$ cat src/shared/rtop_pkg.sv
// Constants, timing and carrier types of the return-to-one serial port.
// Assumes a 50 MHz system clock and an external pull-up on the data pin.
// Notes on behaviour
// - Pin is open-drain: pull low or release.
// - Command byte first, then data stored or returned.
// - Bit rate at most 333 bits per second.
// - Bytes travel least significant bit first.
// - Long low pulse is a break; receive restarts.
// - Each frame starts with transmitter pulling low.
// - Bit value valid by setup, held for hold.
// - Line high by stop setup, held through stop hold.
// - Command byte loaded only after eight bits.
// - Command bit 7: 0 reads, 1 writes.
// - Command bits 6 to 0 select the register.
// - Writes to invalid selects are dropped.
package rtop_pkg;

  // ---------------------------------------------------------------
  // Clock and widths
  // ---------------------------------------------------------------
  localparam int CLK_HZ = 50_000_000;
  localparam int CLK_PER_US = CLK_HZ / 1_000_000;
  localparam int CNT_W = 20;
  localparam int ADDR_W = 7;
  localparam int DATA_W = 8;
  localparam int BITS_PER_BYTE = 8;

  // ---------------------------------------------------------------
  // Command byte layout
  // ---------------------------------------------------------------
  localparam int CMD_DIR_BIT = 7;
  localparam int REGISTER_SELECT_MSB = 6;
  localparam int REGISTER_SELECT_LSB = 0;
  localparam logic CMD_DIR_READ = 1'h0;
  localparam logic CMD_DIR_WRITE = 1'h1;

  // ---------------------------------------------------------------
  // Writable register selects
  // ---------------------------------------------------------------
  localparam logic [ADDR_W-1:0] SEL_NAC_HIGH = 7'h03;
  localparam logic [ADDR_W-1:0] SEL_BATTERY_ID = 7'h04;
  localparam logic [ADDR_W-1:0] SEL_LAST_DISCHARGE = 7'h05;
  localparam logic [ADDR_W-1:0] SEL_THRESHOLD = 7'h0c;
  localparam logic [ADDR_W-1:0] SEL_RESET = 7'h39;

  // ---------------------------------------------------------------
  // Line timing, in microseconds or bits per second
  // ---------------------------------------------------------------
  localparam int MAX_BIT_RATE_BPS = 333;
  localparam int START_LOW_TIME_US = 100;
  localparam int DATA_SETUP_TIME_US = 500;
  localparam int DATA_HOLD_TIME_US = 1500;
  localparam int STOP_HOLD_TIME_US = 500;
  localparam int BREAK_LOW_TIME_US = 4000;
  localparam int BREAK_RECOVERY_TIME_US = 1000;

  // Cycle counts; the bit cycle is a least time and rounds up
  localparam int BIT_CYCLE_CYC =
    (CLK_HZ + MAX_BIT_RATE_BPS - 1) / MAX_BIT_RATE_BPS;
  localparam int START_LOW_CYC = START_LOW_TIME_US * CLK_PER_US;
  localparam int DATA_SETUP_CYC = DATA_SETUP_TIME_US * CLK_PER_US;
  localparam int DATA_HOLD_CYC = DATA_HOLD_TIME_US * CLK_PER_US;
  localparam int STOP_HOLD_CYC = STOP_HOLD_TIME_US * CLK_PER_US;
  localparam int BREAK_LOW_CYC = BREAK_LOW_TIME_US * CLK_PER_US;
  localparam int BREAK_RECOVERY_CYC = BREAK_RECOVERY_TIME_US * CLK_PER_US;

  // ---------------------------------------------------------------
  // Types
  // ---------------------------------------------------------------
  typedef enum logic [2:0] {
    ST_IDLE,
    ST_LOW,
    ST_TX_GAP,
    ST_TX_BIT,
    ST_BREAK,
    ST_RECOVER
  } rtop_state_e;

  typedef struct packed {
    logic we;
    logic rd;
    logic [ADDR_W-1:0] addr;
    logic [DATA_W-1:0] wdata;
  } rtop_reg_req_s;

  function automatic logic rtop_writable(input logic [ADDR_W-1:0] sel);
    return (sel == SEL_NAC_HIGH) || (sel == SEL_BATTERY_ID) ||
      (sel == SEL_LAST_DISCHARGE) || (sel == SEL_THRESHOLD) ||
      (sel == SEL_RESET);
  endfunction

endpackage

$ cat src/rtl/rtop_serial_port.sv
// Return-to-one single-wire serial port, device end.
// Assumes an external pull-up on the pin and a register file that
// answers a read select within the stop hold time.
`timescale 1ns/1ns
module rtop_serial_port
  import rtop_pkg::*;
#(
  parameter logic [CNT_W-1:0] P_BIT_CYCLE = CNT_W'(BIT_CYCLE_CYC),
  parameter logic [CNT_W-1:0] P_START_LOW = CNT_W'(START_LOW_CYC),
  parameter logic [CNT_W-1:0] P_DATA_SETUP = CNT_W'(DATA_SETUP_CYC),
  parameter logic [CNT_W-1:0] P_DATA_HOLD = CNT_W'(DATA_HOLD_CYC),
  parameter logic [CNT_W-1:0] P_STOP_HOLD = CNT_W'(STOP_HOLD_CYC),
  parameter logic [CNT_W-1:0] P_BREAK_LOW = CNT_W'(BREAK_LOW_CYC),
  parameter logic [CNT_W-1:0] P_BREAK_RECOVERY =
    CNT_W'(BREAK_RECOVERY_CYC)
) (
  // Clock and reset
  input wire logic clk_sys,
  input wire logic reset,
  // Serial data pin, open drain
  input wire logic dq_in,
  output logic dq_out,
  output logic dq_oe_n,
  // Register file access
  output rtop_reg_req_s reg_req,
  input wire logic [DATA_W-1:0] reg_rdata,
  // Status
  output logic [DATA_W-1:0] command_byte_register,
  output logic break_seen
);

  // ---------------------------------------------------------------
  // Pin synchroniser and filtered level
  // ---------------------------------------------------------------
  logic dq_s1_r;
  logic dq_s2_r;
  logic dq_s3_r;
  logic line_r;
  logic line_q_r;
  logic rise;
  logic fall;

  // Level changes only once the last two stages agree
  always_ff @(posedge clk_sys) begin
    if (reset) begin
      dq_s1_r <= 1'h1;
      dq_s2_r <= 1'h1;
      dq_s3_r <= 1'h1;
      line_r <= 1'h1;
      line_q_r <= 1'h1;
    end else begin
      dq_s1_r <= dq_in;
      dq_s2_r <= dq_s1_r;
      dq_s3_r <= dq_s2_r;
      if (dq_s2_r == dq_s3_r) begin
        line_r <= dq_s3_r;
      end
      line_q_r <= line_r;
    end
  end

  assign rise = line_r & ~line_q_r;
  assign fall = ~line_r & line_q_r;

  // ---------------------------------------------------------------
  // Low pulse timer
  // ---------------------------------------------------------------
  logic [CNT_W-1:0] low_cnt_r;
  logic drv_r;
  logic brk;

  // Our own drive is not timed, so a long zero we send is no break
  always_ff @(posedge clk_sys) begin
    if (reset) begin
      low_cnt_r <= '0;
    end else if (line_r || drv_r) begin
      low_cnt_r <= '0;
    end else if (low_cnt_r != {CNT_W{1'b1}}) begin
      low_cnt_r <= low_cnt_r + CNT_W'(1);
    end
  end

  assign brk = (low_cnt_r >= P_BREAK_LOW);

  // ---------------------------------------------------------------
  // Frame sequencer
  // ---------------------------------------------------------------
  rtop_state_e st_r;
  logic [CNT_W-1:0] cnt_r;
  logic [DATA_W-1:0] sh_r;
  logic [DATA_W-1:0] sh_nxt;
  logic [2:0] nbit_r;
  logic is_data_r;
  logic [DATA_W-1:0] cmd_r;
  logic rx_bit;

  // Short low decodes as one, long low as zero
  assign rx_bit = (low_cnt_r < P_DATA_SETUP);
  assign sh_nxt = {rx_bit, sh_r[DATA_W-1:1]};

  always_ff @(posedge clk_sys) begin
    if (reset) begin
      st_r <= ST_IDLE;
      cnt_r <= '0;
      sh_r <= '0;
      nbit_r <= '0;
      is_data_r <= 1'h0;
      cmd_r <= '0;
      drv_r <= 1'h0;
      reg_req <= '0;
      break_seen <= 1'h0;
    end else begin
      reg_req.we <= 1'h0;
      reg_req.rd <= 1'h0;
      break_seen <= 1'h0;
      if (brk && st_r != ST_BREAK && st_r != ST_RECOVER) begin
        st_r <= ST_BREAK;
        nbit_r <= '0;
        is_data_r <= 1'h0;
        drv_r <= 1'h0;
        break_seen <= 1'h1;
      end else begin
        unique case (st_r)
          ST_IDLE: begin
            if (fall) begin
              st_r <= ST_LOW;
            end
          end
          ST_LOW: begin
            if (rise) begin
              st_r <= ST_IDLE;
              sh_r <= sh_nxt;
              nbit_r <= nbit_r + 3'h1;
              if (nbit_r == 3'(BITS_PER_BYTE - 1)) begin
                if (is_data_r) begin
                  is_data_r <= 1'h0;
                  // Writes to bad selects never reach the register file
                  reg_req.we <= rtop_writable(
                    cmd_r[REGISTER_SELECT_MSB:REGISTER_SELECT_LSB]);
                  reg_req.wdata <= sh_nxt;
                end else begin
                  cmd_r <= sh_nxt;
                  reg_req.addr <=
                    sh_nxt[REGISTER_SELECT_MSB:REGISTER_SELECT_LSB];
                  if (sh_nxt[CMD_DIR_BIT] == CMD_DIR_WRITE) begin
                    is_data_r <= 1'h1;
                  end else begin
                    reg_req.rd <= 1'h1;
                    st_r <= ST_TX_GAP;
                    cnt_r <= '0;
                  end
                end
              end
            end
          end
          ST_TX_GAP: begin
            // Host has released; keep high through stop hold
            cnt_r <= cnt_r + CNT_W'(1);
            if (cnt_r >= P_STOP_HOLD) begin
              sh_r <= reg_rdata;
              st_r <= ST_TX_BIT;
              cnt_r <= '0;
              drv_r <= 1'h1;
            end
          end
          ST_TX_BIT: begin
            cnt_r <= cnt_r + CNT_W'(1);
            // Low for start, kept low through hold only for a zero;
            // drive rose a cycle before the count, so stop one early
            drv_r <= (cnt_r < P_START_LOW - CNT_W'(1)) ||
              (!sh_r[0] && cnt_r < P_DATA_HOLD - CNT_W'(1));
            // Full bit cycle keeps the rate at or below the limit
            if (cnt_r >= P_BIT_CYCLE - CNT_W'(1)) begin
              cnt_r <= '0;
              sh_r <= {1'h0, sh_r[DATA_W-1:1]};
              nbit_r <= nbit_r + 3'h1;
              if (nbit_r == 3'(BITS_PER_BYTE - 1)) begin
                st_r <= ST_IDLE;
                drv_r <= 1'h0;
              end else begin
                drv_r <= 1'h1;
              end
            end
          end
          ST_BREAK: begin
            if (line_r) begin
              st_r <= ST_RECOVER;
              cnt_r <= '0;
            end
          end
          ST_RECOVER: begin
            // Line must stay high for the whole recovery time
            if (!line_r) begin
              st_r <= ST_BREAK;
            end else if (cnt_r >= P_BREAK_RECOVERY) begin
              st_r <= ST_IDLE;
            end else begin
              cnt_r <= cnt_r + CNT_W'(1);
            end
          end
        endcase
      end
    end
  end

  // ---------------------------------------------------------------
  // Pin drive
  // ---------------------------------------------------------------
  always_ff @(posedge clk_sys) begin
    if (reset) begin
      dq_out <= 1'h0;
      dq_oe_n <= 1'h1;
    end else begin
      dq_out <= 1'h0;
      dq_oe_n <= ~drv_r;
    end
  end

  assign command_byte_register = cmd_r;

endmodule

$ cat config.mk
export PLATFORM = sky130hd
export DESIGN_NAME = rtop_serial_port
export DESIGN_NICKNAME = d
export VERILOG_FILES = /design/src/shared/rtop_pkg.sv /design/src/rtl/rtop_serial_port.sv
export SDC_FILE = /design/constraint.sdc
export NUM_CORES = 1
export LEC_CHECK = 0
export BUFFER_PORTS_ARGS = -buffer_cell sky130_fd_sc_hd__buf_2
export CAP_MARGIN = 20
export CELL_PAD_IN_SITES_DETAIL_PLACEMENT = 1
export CELL_PAD_IN_SITES_GLOBAL_PLACEMENT = 1
export CORE_MARGIN = 3
export CORE_UTILIZATION = 41
export DETAILED_ROUTE_END_ITERATION = 12
export GPL_TIMING_DRIVEN = 0
export HOLD_SLACK_MARGIN = 0.08
export PLACE_DENSITY_LB_ADDON = 0.1
export SYNTH_ARGS = -nofsm -noshare
export SYNTH_HDL_FRONTEND = slang
export SYNTH_SLANG_ARGS = --single-unit
$ cat constraint.sdc
create_clock -name clk_sys -period 2.67 [get_ports clk_sys]
set_clock_uncertainty 0.2 [all_clocks]
set_input_delay 0.4005 -clock clk_sys [delete_from_list [all_inputs] [get_ports clk_sys]]
set_output_delay 0.4005 -clock clk_sys [all_outputs]
set_load 0.02 [all_outputs]
-- Yosys cells after proc, flatten, opt, wreduce, memory -nomap -nowiden
Index checks and enable logic that the tools add are counted.
- bits in registers: 88
- bits of input ports: 11
- output and inout port bits: 28
- $add $sub $neg: 3
- $lt $le $gt $ge: 7
- equal/unequal tests: 34
- mux-type cells: 38
- bitwise gates (word level): 10
- reduce and logical (&&, ||, !) cells: 28
- operator list (kind ; count):
    $mux W20 ; 9
    $pmux W20 S5 ; 1
    $add A20 B1 Y20 const B ; 2
    $ge A20 B18 Y1 const B ; 2
    $mux W3 ; 11
    $ne A3 B3 Y1 const B ; 9
    $mux W8 ; 3
    $pmux W8 S3 ; 1
    $ne A2 B2 Y1 const B ; 11
    $ge A20 B15 Y1 const B ; 1
    $ge A20 B16 Y1 const B ; 1
    $lt A20 B13 Y1 const B ; 1
    $lt A20 B15 Y1 const B ; 1
    $lt A20 B17 Y1 const B ; 1
    $ne A20 B20 Y1 const B ; 1
    $pmux W3 S6 ; 1
    $reduce_and A5 Y1 ; 3
    $eq A7 B3 Y1 const B ; 2
    $reduce_and A7 Y1 ; 2
    $reduce_or A6 Y1 ; 2
    $eq A3 B3 Y1 const B ; 3
    $reduce_and A9 Y1 ; 1
    $not A1 Y1 ; 8
    $eq A7 B2 Y1 const B ; 1
    other kinds (22) ; 42

-- Longest topological paths before layout
Gate-level depths: netlist of the first run.
- word-level depth: 7
- mapped depth: 9
- depth with buffers taken out: 8

-- Worst setup path before layout of the first run
OpenSTA, ideal clock, no wires.
- path kind: reg2reg
- start: reg st_r[2]
- end: reg cnt_r[11]
- library setup time: 0.132 ns
- arrival time: 2.269 ns
- path slack: 0.069 ns
- stages on the path, launching flop included: 10
- clock period less this slack: 2.601 ns
- cell sequence: dfxtp_1 clkbuf_1 inv_1 ha_1 or2_2 a21oi_1 o221ai_1 clkbuf_1 o31ai_1 a21oi_1
- cells in the longest elaborated chain, start to end: 5
- elaborated cells on any way between the ends: 20
- those cells by class: eq/ne: 14; mux: 1; bitwise: 1; reduce/logical: 4
- ends and longest elaborated chain (what ; line ; text):
    from (decl) ; rtop_serial_port.sv:88 ; rtop_state_e st_r;
    from (signal assigned) ; rtop_serial_port.sv:103 ; st_r <= ST_IDLE;
    from (signal assigned) ; rtop_serial_port.sv:117 ; st_r <= ST_BREAK;
    from (signal assigned) ; rtop_serial_port.sv:126 ; st_r <= ST_LOW;
    $ne A3 B3 Y1 ; rtop_serial_port.sv:116 ; if (brk && st_r != ST_BREAK && st_r != ST_RECOVER) begin
    $logic_and A1 B1 Y1 (2 in series) ; rtop_serial_port.sv:116 ;
    $not A1 Y1 (no line) ; n/a ;
    $reduce_and A9 Y1 (no line) ; n/a ;
    to (signal assigned) ; rtop_serial_port.sv:158 ; cnt_r <= cnt_r + CNT_W'(1);
    to (signal assigned) ; rtop_serial_port.sv:167 ; cnt_r <= cnt_r + CNT_W'(1);
    to (signal assigned) ; rtop_serial_port.sv:198 ; cnt_r <= cnt_r + CNT_W'(1);
    to (decl) ; rtop_serial_port.sv:89 ; logic [CNT_W-1:0] cnt_r;
Parallel ways exist; a longest one is shown, timed or not.
A chain may end at the register's enable or synchronous reset.

-- Worst setup path after layout of the first run
- start: reg cnt_r[4]
- end: reg st_r[1]
- cells in the longest elaborated chain, start to end: 3
- elaborated cells on any way between the ends: 7
- those cells by class: order compare: 3; eq/ne: 3; reduce/logical: 1
- ends and longest elaborated chain (what ; line ; text):
    $ge A20 B16 Y1, or another cell as far along ; rtop_serial_port.sv:195 ; end else if (cnt_r >= P_BREAK_RECOVERY) begin
    $ne A3 B3 Y1 (no line) or $ne A2 B2 Y1 (tied branches) ; n/a ;
    $reduce_and A7 Y1 (no line) * ; n/a ;
    to (signal assigned) ; rtop_serial_port.sv:187 ; st_r <= ST_RECOVER;
    to (signal assigned) ; rtop_serial_port.sv:194 ; st_r <= ST_BREAK;
    to (signal assigned) ; rtop_serial_port.sv:196 ; st_r <= ST_IDLE;
Mark *: on every way between the ends. The rest lies on a longest branch, timed or not.

==> results of run 1 <==
-- cells by family (layout without fill, tap and decap cells) --
| family | count (synthesis) | count (layout) | synth area share, % |
|---|---|---|---|
| AOI/OAI and AO/OA | 123 | 123 | 21.07 |
| xor gates and xnor gates | 16 | 16 | 3.211 |
| adders and majority gates | 7 | 7 | 2.007 |
| buffers and inverters | 64 | 123 | 6.365 |
| DFF | 81 | 81 | 37.16 |
| muxes | 20 | 20 | 4.587 |
| other | 1 | 1 | 0.08593 |
| and+or+nand+nor | 215 | 215 | 25.52 |
-- cells in the final DEF, fill, tap and decap left out, types with 4 or more instances in the layout --
master    synthesis  layout
clkbuf_8          0      13
inv_1            18      18
nand2_1          37      36
or3_1            14      13
nor4_1            9       8
nor3_1           13      12
nand2b_1          4       4
buf_2             6      39
nor3b_1           9       9
or2_2             6       6
and3_1           10      10
nand4_1          22      22
ha_1              7       6
a211oi_1         14      14
a31oi_1           6       5
buf_4             8      21
o21ai_0          13      12
mux2i_1          20      20
o211ai_1         20      20
dfxtp_1          81      77
nand3_1          15      14
o221ai_1          5       4
clkbuf_2          0       5
a221oi_2          0       6
clkbuf_1         32      18
xnor2_1          12      12
nor2_1           58      57
a21oi_1          20      17
nor2b_1           5       5
xor2_1            4       4
-- flip-flops by register name, summed over array words and instances, names as in the netlist --
| signal | count |
|---|---|
| dq_s1_r | 1 |
| st_r | 3 |
| dq_s3_r | 1 |
| break_seen | 1 |
| command_byte_register | 2 |
| dq_oe_n | 1 |
| line_q_r | 1 |
| sh_r | 8 |
| dq_s2_r | 1 |
| reg_req | 16 |
| drv_r | 1 |
| cnt_r | 20 |
| line_r | 1 |
| nbit_r | 3 |
| low_cnt_r | 20 |
| is_data_r | 1 |
-- power breakdown --
group          leakage, nW  internal (mW)  total (mW)  switching, mW
Clock                0.103          0.485       0.962          0.477
Sequential           0.655           1.21        1.21        0.00201
Combinational         1.10         0.0136      0.0498         0.0362
-- worst max path at each step --
stage	end	start	cells after the start
2_1_floorplan	cnt_r[11]	st_r[2]	9
6_report	st_r[1]	cnt_r[4]	6
3_5_place_dp	cnt_r[12]	st_r[2]	8
4_1_cts	cnt_r[17]	cnt_r[19]	8
5_1_grt	cnt_r[11]	cnt_r[19]	8
3_3_place_gp	cnt_r[12]	st_r[2]	8
-- through the flow --
| step | hold slack [ns] | worst slack (ns) | power (mW) | setup TNS (ns) |
|---|---|---|---|---|
| floorplan | 0.1579 | 0.06880 | 1.263 | 0 |
| global placement | 0.1752 | -0.5990 | 1.285 | -9.597 |
| detailed placement | 0.1842 | -0.6881 | 1.286 | -11.86 |
| CTS | 0.2058 | -0.003108 | 2.238 | -0.003108 |
| global route | 0.2129 | -0.04148 | 2.291 | -0.08368 |
| finish | 0.2006 | 0.03488 | 2.222 | 0 |
-- layer usage --
| layer | vias to the layer above | part of all wire (%) | track usage, % |
|---|---|---|---|
| li1 | 2056 | - | - |
| met1 | 2102 | 46 | 30.72 |
| met2 | 109 | 47 | 37.46 |
| met3 | 22 | 4.4 | 3.848 |
| met4 | 0 | 1.9 | 8.192 |
| met5 | - | 0 | 0 |
-- timing repair --
action                                 in CTS  in global routing
hold buffers                                1                  0
gates resized for setup                    23                 33
pin swaps                                   5                  7
endpoints found under the hold margin       1                  0
setup endpoints to repair                  41                 46
setup buffers                               8                  6
-- area by class of cell --
type                       instances  area, um^2
tap                              136       170.2
buffer                            37       216.5
fill                            1273        5094
sequential                        81        1629
clock buffer                      12       155.1
clock inverter                     4       51.30
inverter                          18       67.56
timing repair buffer              52       316.6
multi-input combinational        382        2624
==> flow_metrics.env, run 1 <==
export IMPL_run_status="complete, no violations"
export IMPL_synthesis_area_um2=4364
export IMPL_remaining_drc_errors=0
export IMPL_slowest_stage="dfxtp_1"
export IMPL_cp_data_arrival_time_ns=2.72
export IMPL_num_nets_final=599
export IMPL_synthDominantCellAreaShare_pct=37.16
export IMPL_period_share_pct=98.69
export IMPL_root_buffer="clkbuf_8"
export IMPL_grt_antenna_before_repair=0
export IMPL_setup_worst_path_start_class="flip-flop"
export IMPL_worstSkewPairLatency_ns=0.35
export IMPL_postSynth_topFlopCell="dfxtp_1"
export IMPL_drtAntennaViolNets=0
export IMPL_synthTopCellsByArea="dfxtp_1 37%, nor2_1 5.0%, mux2i_1 4.6%, o211ai_1 3.4%, nand2_1 3.2%"
export IMPL_cellLeakagePower_nw=1.860
export IMPL_worst_slew_pin_slew_ns=0.7224
export IMPL_dpl_cell_count=700
export IMPL_finalWirelength_um=13670
export IMPL_number_of_global_route_vias_before_repair=4262
export IMPL_i_o_pin_count=39
export IMPL_fp_dieW_um=109.2
export IMPL_reg2regPathDepth=6
export IMPL_syn_to_final_growth_pct=19.84
export IMPL_finalSetupViolations=0
export IMPL_post_dp_cell_area_um2=4720
export IMPL_avgViaCountPerCell=5.940
export IMPL_startpoint_of_the_worst_hold_path="drv_r"
export IMPL_starting_density_pct=42.27
export IMPL_grt_start_max_net_pins=16
export IMPL_post_synth_most_frequent_cells="81 x dfxtp_1, 58 x nor2_1, 37 x nand2_1"
export IMPL_tritoncts="yes"
export IMPL_io_buffers=37
export IMPL_cts_buffer_depth=2
export IMPL_cts_htree_levels=3
export IMPL_worstPathMaxFanout=10
export IMPL_synth_unique_cells=60
export IMPL_clk_transition_reported_paths_ns=0.09
export IMPL_timing_reg2reg_setup_slack_ns=0.03
export IMPL_synth_ff_latch_count=81
export IMPL_worst_ep_required_time_ns=2.76
export IMPL_avgRoutedWirePerCell_um=18.93
export IMPL_rsz_0062_raised_after_global_routing="yes"
export IMPL_synth_largest_area_cell="dfxtp_1"
export IMPL_final_hold_fails=0
export IMPL_detailedRoute_firstIterationViolations=253
export IMPL_final_instance_count_excl_fill=722
export IMPL_critical_path_endpoint_type="flip-flop"
export IMPL_mean_instance_size_in_the_synthesized_netlist_um2=8.281
export IMPL_cp_slowest_stage_delay_ns=0.54
export IMPL_cts_inserted_buffers=9
export IMPL_yosys_cell_count_top_type="dfxtp_1"
export IMPL_gr_total_overflow=0
export IMPL_worst_setup_path_type="reg -> reg"
export IMPL_worstPathBufferInverterCount=0
export IMPL_post_dp_hpwl_um=9638
export IMPL_numClockSinks=81
export IMPL_die_area_um2=11920
export IMPL_share_of_synthesized_area_occupied_by_flip_flops_and_latches_pct=37.16
export IMPL_layout_core_utilization_pct=50.66
export IMPL_crit_path_cells="o21ai_0 > a2111o_1 > o21ai_4 > nand2_2 > or4_4 > a21oi_2"
export IMPL_count_of_flip_flops_with_a_built_in_enable_after_synthesis=0
export IMPL_groute_usage_overall_pct=22.99
export IMPL_crit_reg2reg_launch="cnt_r[4]"
export IMPL_regToRegEndpoint="st_r[1]"
export IMPL_gp_congestion=0.8822
export IMPL_synthesis_nets=545
export IMPL_global_route_wire_length_before_repair_um=21780
export IMPL_floorplan_rows=37
export IMPL_n_antenna_cell=0
export IMPL_drv_max_cap_violation_count=0
export IMPL_power_per_cell_area_nw_per_um2=424.9
export IMPL_asyncSetResetFlopFracSynth_pct=0
export IMPL_final_min_clock_period_ns=2.635
export IMPL_hold_path_end="dq_oe_n"
export IMPL_synthCells=527
export IMPL_drt_pass1_iterations=5
export IMPL_fmax_ghz=0.3795
export IMPL_via_count=4289
export IMPL_slew_violations=0
export IMPL_hold_depth=1
export IMPL_synth_warn=0
export IMPL_cpLargestDelayFamily="compound AO/OA/AOI/OAI gates"
export IMPL_final_layout_size_suffix_gt1_share_pct=21.50
export IMPL_design_core_area_um2=10320
export IMPL_min_delay_path_class="reg -> reg"
export IMPL_timing_slew_headroom_pct=51.84
export IMPL_floorplan_die_height_um=109.2
export IMPL_worst_ir_drop_vdd_mv=0.3476
export IMPL_postLayoutCellArea_um2=5230
No activity file was read; power rests on OpenSTA's default activity.
==> run 2, diff against run 1 <==
--- a/config.mk
+++ b/config.mk
@@ -9,12 +9,12 @@
 export CAP_MARGIN = 20
 export CELL_PAD_IN_SITES_DETAIL_PLACEMENT = 1
 export CELL_PAD_IN_SITES_GLOBAL_PLACEMENT = 1
-export CORE_MARGIN = 3
 export CORE_UTILIZATION = 41
 export DETAILED_ROUTE_END_ITERATION = 12
 export GPL_TIMING_DRIVEN = 0
 export HOLD_SLACK_MARGIN = 0.08
 export PLACE_DENSITY_LB_ADDON = 0.1
+export REMOVE_ABC_BUFFERS = 1
 export SYNTH_ARGS = -nofsm -noshare
 export SYNTH_HDL_FRONTEND = slang
 export SYNTH_SLANG_ARGS = --single-unit
==> run 2 against run 1 <==
Compared with the run above:
- routed wire length decreased by 4.6%
- clock power shrank 6.2%
- global-route usage is 1.1 points higher
- critical path depth rose by 3
- final area is 1.4% lower
- largest cell class unchanged
- largest power group unchanged
- highest routed layer unchanged
==> flow_metrics.env, run 2 (same netlist as run 1, synthesis figures left out) <==
export IMPL_drt_pass1_iterations=4
export IMPL_detailedRoute_firstIterationViolations=285
export IMPL_worstPathMaxFanout=10
export IMPL_number_of_global_route_vias_before_repair=4210
export IMPL_cp_data_arrival_time_ns=2.67
export IMPL_final_instance_count_excl_fill=698
export IMPL_run_status="complete, no violations"
export IMPL_design_core_area_um2=10320
export IMPL_root_buffer="clkbuf_8"
export IMPL_finalSetupViolations=0
export IMPL_finalWirelength_um=13050
export IMPL_fmax_ghz=0.3784
export IMPL_cts_buffer_depth=2
export IMPL_remaining_drc_errors=0
export IMPL_slew_violations=0
export IMPL_most_frequent_cells_in_the_layout="71 x dfxtp_1, 57 x nor2_1, 37 x nand2_1"
export IMPL_register_area_um2=1642
export IMPL_holdWs_ns=0.2049
export IMPL_n_antenna_cell=0
export IMPL_timing_slew_headroom_pct=57.57
export IMPL_period_share_pct=98.97
export IMPL_fin_ws_ns=0.02751
export IMPL_final_layout_size_suffix_gt1_share_pct=21.71
export IMPL_clk_transition_reported_paths_ns=0.08
export IMPL_final_min_clock_period_ns=2.642
export IMPL_layout_cells_most_common="dfxtp_1"
export IMPL_grt_antenna_before_repair=0
export IMPL_crit_reg2reg_launch="cnt_r[12]"
export IMPL_postLayoutCellArea_um2=5155
export IMPL_critical_path_startpoint="cnt_r[12]"
export IMPL_setup_slack_at_placement_ns=-0.7191
export IMPL_tritoncts="yes"
export IMPL_grt_start_max_net_pins=52
export IMPL_power_per_cell_area_nw_per_um2=417.9
export IMPL_final_fill_count=1266
export IMPL_starting_density_pct=42.27
export IMPL_layout_core_utilization_pct=49.93
export IMPL_critical_path_endpoint_type="flip-flop"
export IMPL_numClockSinks=81
export IMPL_gr_total_overflow=0
export IMPL_avgRoutedWirePerCell_um=18.69
export IMPL_worst_slew_pin_slew_ns=0.6364
export IMPL_avgViaCountPerCell=5.981
export IMPL_floorplan_die_height_um=105.2
export IMPL_worst_ir_drop_vdd_mv=0.2140
export IMPL_fp_dieW_um=105.2
export IMPL_drtAntennaViolNets=0
export IMPL_setup_total_negative_slack_ns=0
export IMPL_worst_setup_path_type="reg -> reg"
export IMPL_syn_to_final_growth_pct=18.12
export IMPL_die_area_um2=11060
export IMPL_num_nets_final=576
export IMPL_layout_top_registers="cnt_r x20, low_cnt_r x20, reg_req x16"
export IMPL_dpl_cell_count=657
export IMPL_startpoint_of_the_worst_hold_path="drv_r"
export IMPL_floorplan_rows=37
export IMPL_post_dp_hpwl_um=8440
export IMPL_worst_ep_required_time_ns=2.70
export IMPL_cts_htree_levels=3
export IMPL_multi_input_area_um2=2641
export IMPL_i_o_pin_count=39
export IMPL_worstSkewPairLatency_ns=0.37
export IMPL_cellLeakagePower_nw=1.780
export IMPL_design_power_total_mw=2.154
export IMPL_min_delay_path_class="reg -> reg"
export IMPL_via_count=4175
export IMPL_global_route_wire_length_before_repair_um=21130
export IMPL_post_dp_cell_area_um2=4541
export IMPL_setup_worst_path_start_class="flip-flop"
export IMPL_gp_congestion=0.8517
export IMPL_cts_inserted_buffers=9
export IMPL_io_buffers=37
export IMPL_groute_usage_overall_pct=24.11
export IMPL_final_hold_fails=0
export IMPL_drv_max_cap_violation_count=0
-- run 2: what timing repair did --
| item | 4_1_cts | 5_1_grt |
|---|---|---|
| endpoints found under the setup margin | 60 | 48 |
| endpoints found under the hold margin | 1 | 0 |
| resized for setup | 20 | 25 |
| pin swaps | 5 | 6 |
| hold buffers | 1 | 0 |
| setup buffers | 14 | 7 |
| gates cloned | 2 | 1 |
-- run 2: area by class of cell --
type	instances	area share (%)
Multi-Input combinational cell	383	51.24
Sequential cell	81	31.84
Timing Repair Buffer	64	8.519
Tap cell	136	3.301
Clock buffer	10	2.476
Inverter	18	1.383
Clock inverter	5	1.092
Timing Repair inverter	1	0.1456
-- run 2: final timing paths --
check	cells past startpoint	to	slack, ns
hold reg to reg	1	dq_oe_n	0.20
hold / removal	1	dq_oe_n	0.20
setup / recovery	9	cnt_r[9]	0.03
setup reg to reg	9	cnt_r[9]	0.03
-- run 2: metal layers --
layer  vias to the layer above  part of all wire, %  GRT usage (%)
met5                         -                    0              0
met4                         0                  1.3          8.652
met3                        11                  5.1          4.616
met2                        97                   47          39.03
met1                      2055                   47          31.88
li1                       2012                    -              -
-- run 2: worst max-delay path, stage by stage (launching register included) --
cell and delay, ns:
dfxtp_4 0.36, buf_4 0.15, buf_4 0.13, nor4_1 0.32, o21ai_0 0.22, a31oi_2 0.27, o221ai_2 0.20, buf_4 0.24
nor2_4 0.27, o221ai_1 0.15
-- run 2: report_power, final --
part	switching, mW	internal (mW)	leakage (nW)
clock	0.474	0.428	0.0925
combinational	0.0327	0.0110	1.03
sequential	0.00221	1.21	0.659
total	0.509	1.64	1.78
==> run 3, diff against run 2 <==
--- a/config.mk
+++ b/config.mk
@@ -15,6 +15,7 @@
 export HOLD_SLACK_MARGIN = 0.08
 export PLACE_DENSITY_LB_ADDON = 0.1
 export REMOVE_ABC_BUFFERS = 1
+export SETUP_SLACK_MARGIN = 0.2
 export SYNTH_ARGS = -nofsm -noshare
 export SYNTH_HDL_FRONTEND = slang
 export SYNTH_SLANG_ARGS = --single-unit
==> run 3 against run 2 <==
Compared with the run above:
- count of clock-buffer cells in the layout unchanged
- register-to-register slack better by 0.08 ns
- via count grew 0.46%
- global-route usage up 0.98 points
- clock power rose by 0.4%
- combinational power is 3% higher
- cell count increased by 0.29%
- maximum frequency increased by 3.0%
- critical path depth shrank 2
- first-iteration DRC count is 29% lower
- sequential power about the same
- routed wire length increased by 3.1%
==> flow_metrics.env, run 3 (same netlist as run 1, synthesis figures left out) <==
export IMPL_remaining_drc_errors=0
export IMPL_gp_congestion=0.8517
export IMPL_design_core_area_um2=10320
export IMPL_number_of_global_route_vias_before_repair=4281
export IMPL_final_fill_count=1256
export IMPL_grt_start_max_net_pins=52
export IMPL_post_dp_cell_area_um2=4541
export IMPL_most_frequent_cells_in_the_layout="69 x dfxtp_1, 57 x nor2_1, 36 x nand2_1, 36 x buf_2, 22 x nand4_1"
export IMPL_global_route_wire_length_before_repair_um=21890
export IMPL_cp_slowest_stage_delay_ns=0.51
export IMPL_design_power_total_mw=2.160
export IMPL_layout_top_registers="cnt_r x20, low_cnt_r x20, reg_req x16"
export IMPL_worst_ir_drop_vdd_mv=0.2145
export IMPL_layout_cells_most_common="dfxtp_1"
export IMPL_fmax_ghz=0.3900
export IMPL_timing_reg2reg_setup_slack_ns=0.11
export IMPL_postLayoutCellArea_um2=5258
export IMPL_finalSetupViolations=0
export IMPL_gr_total_overflow=0
export IMPL_setup_slack_at_placement_ns=-0.7191
export IMPL_setup_total_negative_slack_ns=0
export IMPL_worst_setup_path_type="reg -> reg"
export IMPL_starting_density_pct=42.27
export IMPL_drtAntennaViolNets=0
export IMPL_floorplan_die_height_um=105.2
export IMPL_root_buffer="clkbuf_8"
export IMPL_tritoncts="yes"
export IMPL_die_area_um2=11060
export IMPL_cellLeakagePower_nw=1.817
export IMPL_numClockSinks=81
export IMPL_cts_htree_levels=3
export IMPL_critical_path_endpoint_type="flip-flop"
export IMPL_timing_slew_headroom_pct=58.60
export IMPL_fp_dieW_um=105.2
export IMPL_io_buffers=37
export IMPL_groute_usage_overall_pct=25.09
export IMPL_setup_worst_path_start_class="flip-flop"
export IMPL_worst_ep_required_time_ns=2.75
export IMPL_crit_reg2reg_launch="cnt_r[19]"
export IMPL_crit_path_cells="or4_1 > or3_4 > o2111ai_4 > buf_6 > nand4_4 > buf_6 > a211oi_1"
export IMPL_final_min_clock_period_ns=2.564
export IMPL_worstSetupEndpoint="sh_r[6]"
export IMPL_path_depth=7
export IMPL_avgRoutedWirePerCell_um=19.22
export IMPL_power_per_cell_area_nw_per_um2=410.8
export IMPL_detailedRoute_firstIterationViolations=201
export IMPL_rsz_0062_raised_after_global_routing="yes"
export IMPL_reg2regPathDepth=7
export IMPL_worstSkewPairLatency_ns=0.38
export IMPL_i_o_pin_count=39
export IMPL_min_delay_path_class="in -> reg"
export IMPL_worst_slew_pin_slew_ns=0.6198
export IMPL_final_layout_size_suffix_gt1_share_pct=24.29
export IMPL_cp_data_arrival_time_ns=2.65
export IMPL_cpLargestDelayFamily="simple AND/OR/NAND/NOR gates"
export IMPL_drv_max_cap_violation_count=0
export IMPL_syn_to_final_growth_pct=20.47
export IMPL_finalWirelength_um=13450
export IMPL_slew_violations=0
export IMPL_clk_transition_reported_paths_ns=0.08
export IMPL_post_dp_hpwl_um=8440
export IMPL_regToRegEndpoint="sh_r[6]"
export IMPL_run_status="complete, no violations"
export IMPL_num_nets_final=578
export IMPL_cts_inserted_buffers=9
export IMPL_grt_antenna_before_repair=0
export IMPL_period_share_pct=96.04
export IMPL_n_antenna_cell=0
export IMPL_floorplan_rows=37
export IMPL_critical_path_startpoint="cnt_r[19]"
export IMPL_final_hold_fails=0
export IMPL_slowest_stage="or4_1"
export IMPL_cts_buffer_depth=2
export IMPL_worstPathBufferInverterCount=2
export IMPL_worstPathMaxFanout=7
export IMPL_most_repeated_library_cell_on_the_critical_path="buf_6"
export IMPL_fin_ws_ns=0.1057
export IMPL_via_count=4194
export IMPL_drt_pass1_iterations=4
export IMPL_avgViaCountPerCell=5.991
## run 3: metrics by stage
| stage | std cells | util [%] | hold slack [ns] |
|---|---|---|---|
| 2_1_floorplan | 481 | - | 0.1579 |
| 3_3_place_gp | 654 | 43.68 | 0.1827 |
| 3_5_place_dp | 657 | 43.98 | 0.1879 |
| 4_1_cts | 694 | 49.99 | 0.1729 |
| 5_1_grt | 700 | 50.93 | 0.2042 |
| 6_report | 700 | 50.93 | 0.1641 |
## run 3: layout make-up
| cell class | count | area [um^2] | area share, % |
|---|---|---|---|
| Clock buffer | 10 | 127.6 | 2.427 |
| Clock inverter | 5 | 56.30 | 1.071 |
| Inverter | 18 | 71.32 | 1.356 |
| Multi-Input combinational cell | 384 | 2709 | 51.52 |
| Sequential cell | 81 | 1644 | 31.27 |
| Tap cell | 136 | 170.2 | 3.237 |
| Timing Repair Buffer | 65 | 471.7 | 8.972 |
| Timing Repair inverter | 1 | 7.507 | 0.1428 |
## run 3: worst min path at each step
stage / slack, ns / end / start / cells after the start
after global placement: 0.18 / dq_oe_n / drv_r / 1
after detailed placement: 0.19 / dq_oe_n / drv_r / 1
final: 0.16 / sh_r[3] / reg_rdata[3] / 3
after CTS: 0.17 / sh_r[2] / reg_rdata[2] / 3
after global routing: 0.20 / sh_r[3] / reg_rdata[3] / 3
after floorplan: 0.16 / dq_oe_n / drv_r / 1
## run 3: timing repair
| item | CTS | global route |
|---|---|---|
| resized for setup | 50 | 13 |
| pin swaps | 23 | 8 |
| cloned | 3 | 1 |
| endpoints found under the setup margin | 71 | 53 |
| buffers inserted | 18 | 5 |
| hold endpoints to repair | 1 | 0 |
| hold buffers | 1 | 0 |
## run 3: report_power, final
part / internal, mW / total [mW] / switching (mW)
clock: 0.428 / 0.906 / 0.479
sequential: 1.21 / 1.21 / 0.00228
combinational: 0.0114 / 0.0451 / 0.0337
total: 1.65 / 2.16 / 0.515
## run 3: per-layer routing
| layer | part of all wire [%] | vias up | global-route usage [%] | wire [um] |
|---|---|---|---|---|
| met4 | 1.9 | 0 | 9.658 | 250 |
| met2 | 47 | 86 | 40.92 | 6271 |
| met3 | 4.5 | 22 | 4.679 | 604 |
| met1 | 47 | 2066 | 32.74 | 6327 |
| met5 | 0 | - | 0 | 0 |
| li1 | - | 2020 | - | - |
## run 3: worst register-to-register path: stages (launching register included)
cell and delay, ns:
dfxtp_4 0.37, or4_1 0.51, or3_4 0.38, o2111ai_4 0.25
buf_6 0.17, nand4_4 0.18, buf_6 0.19, a211oi_1 0.24
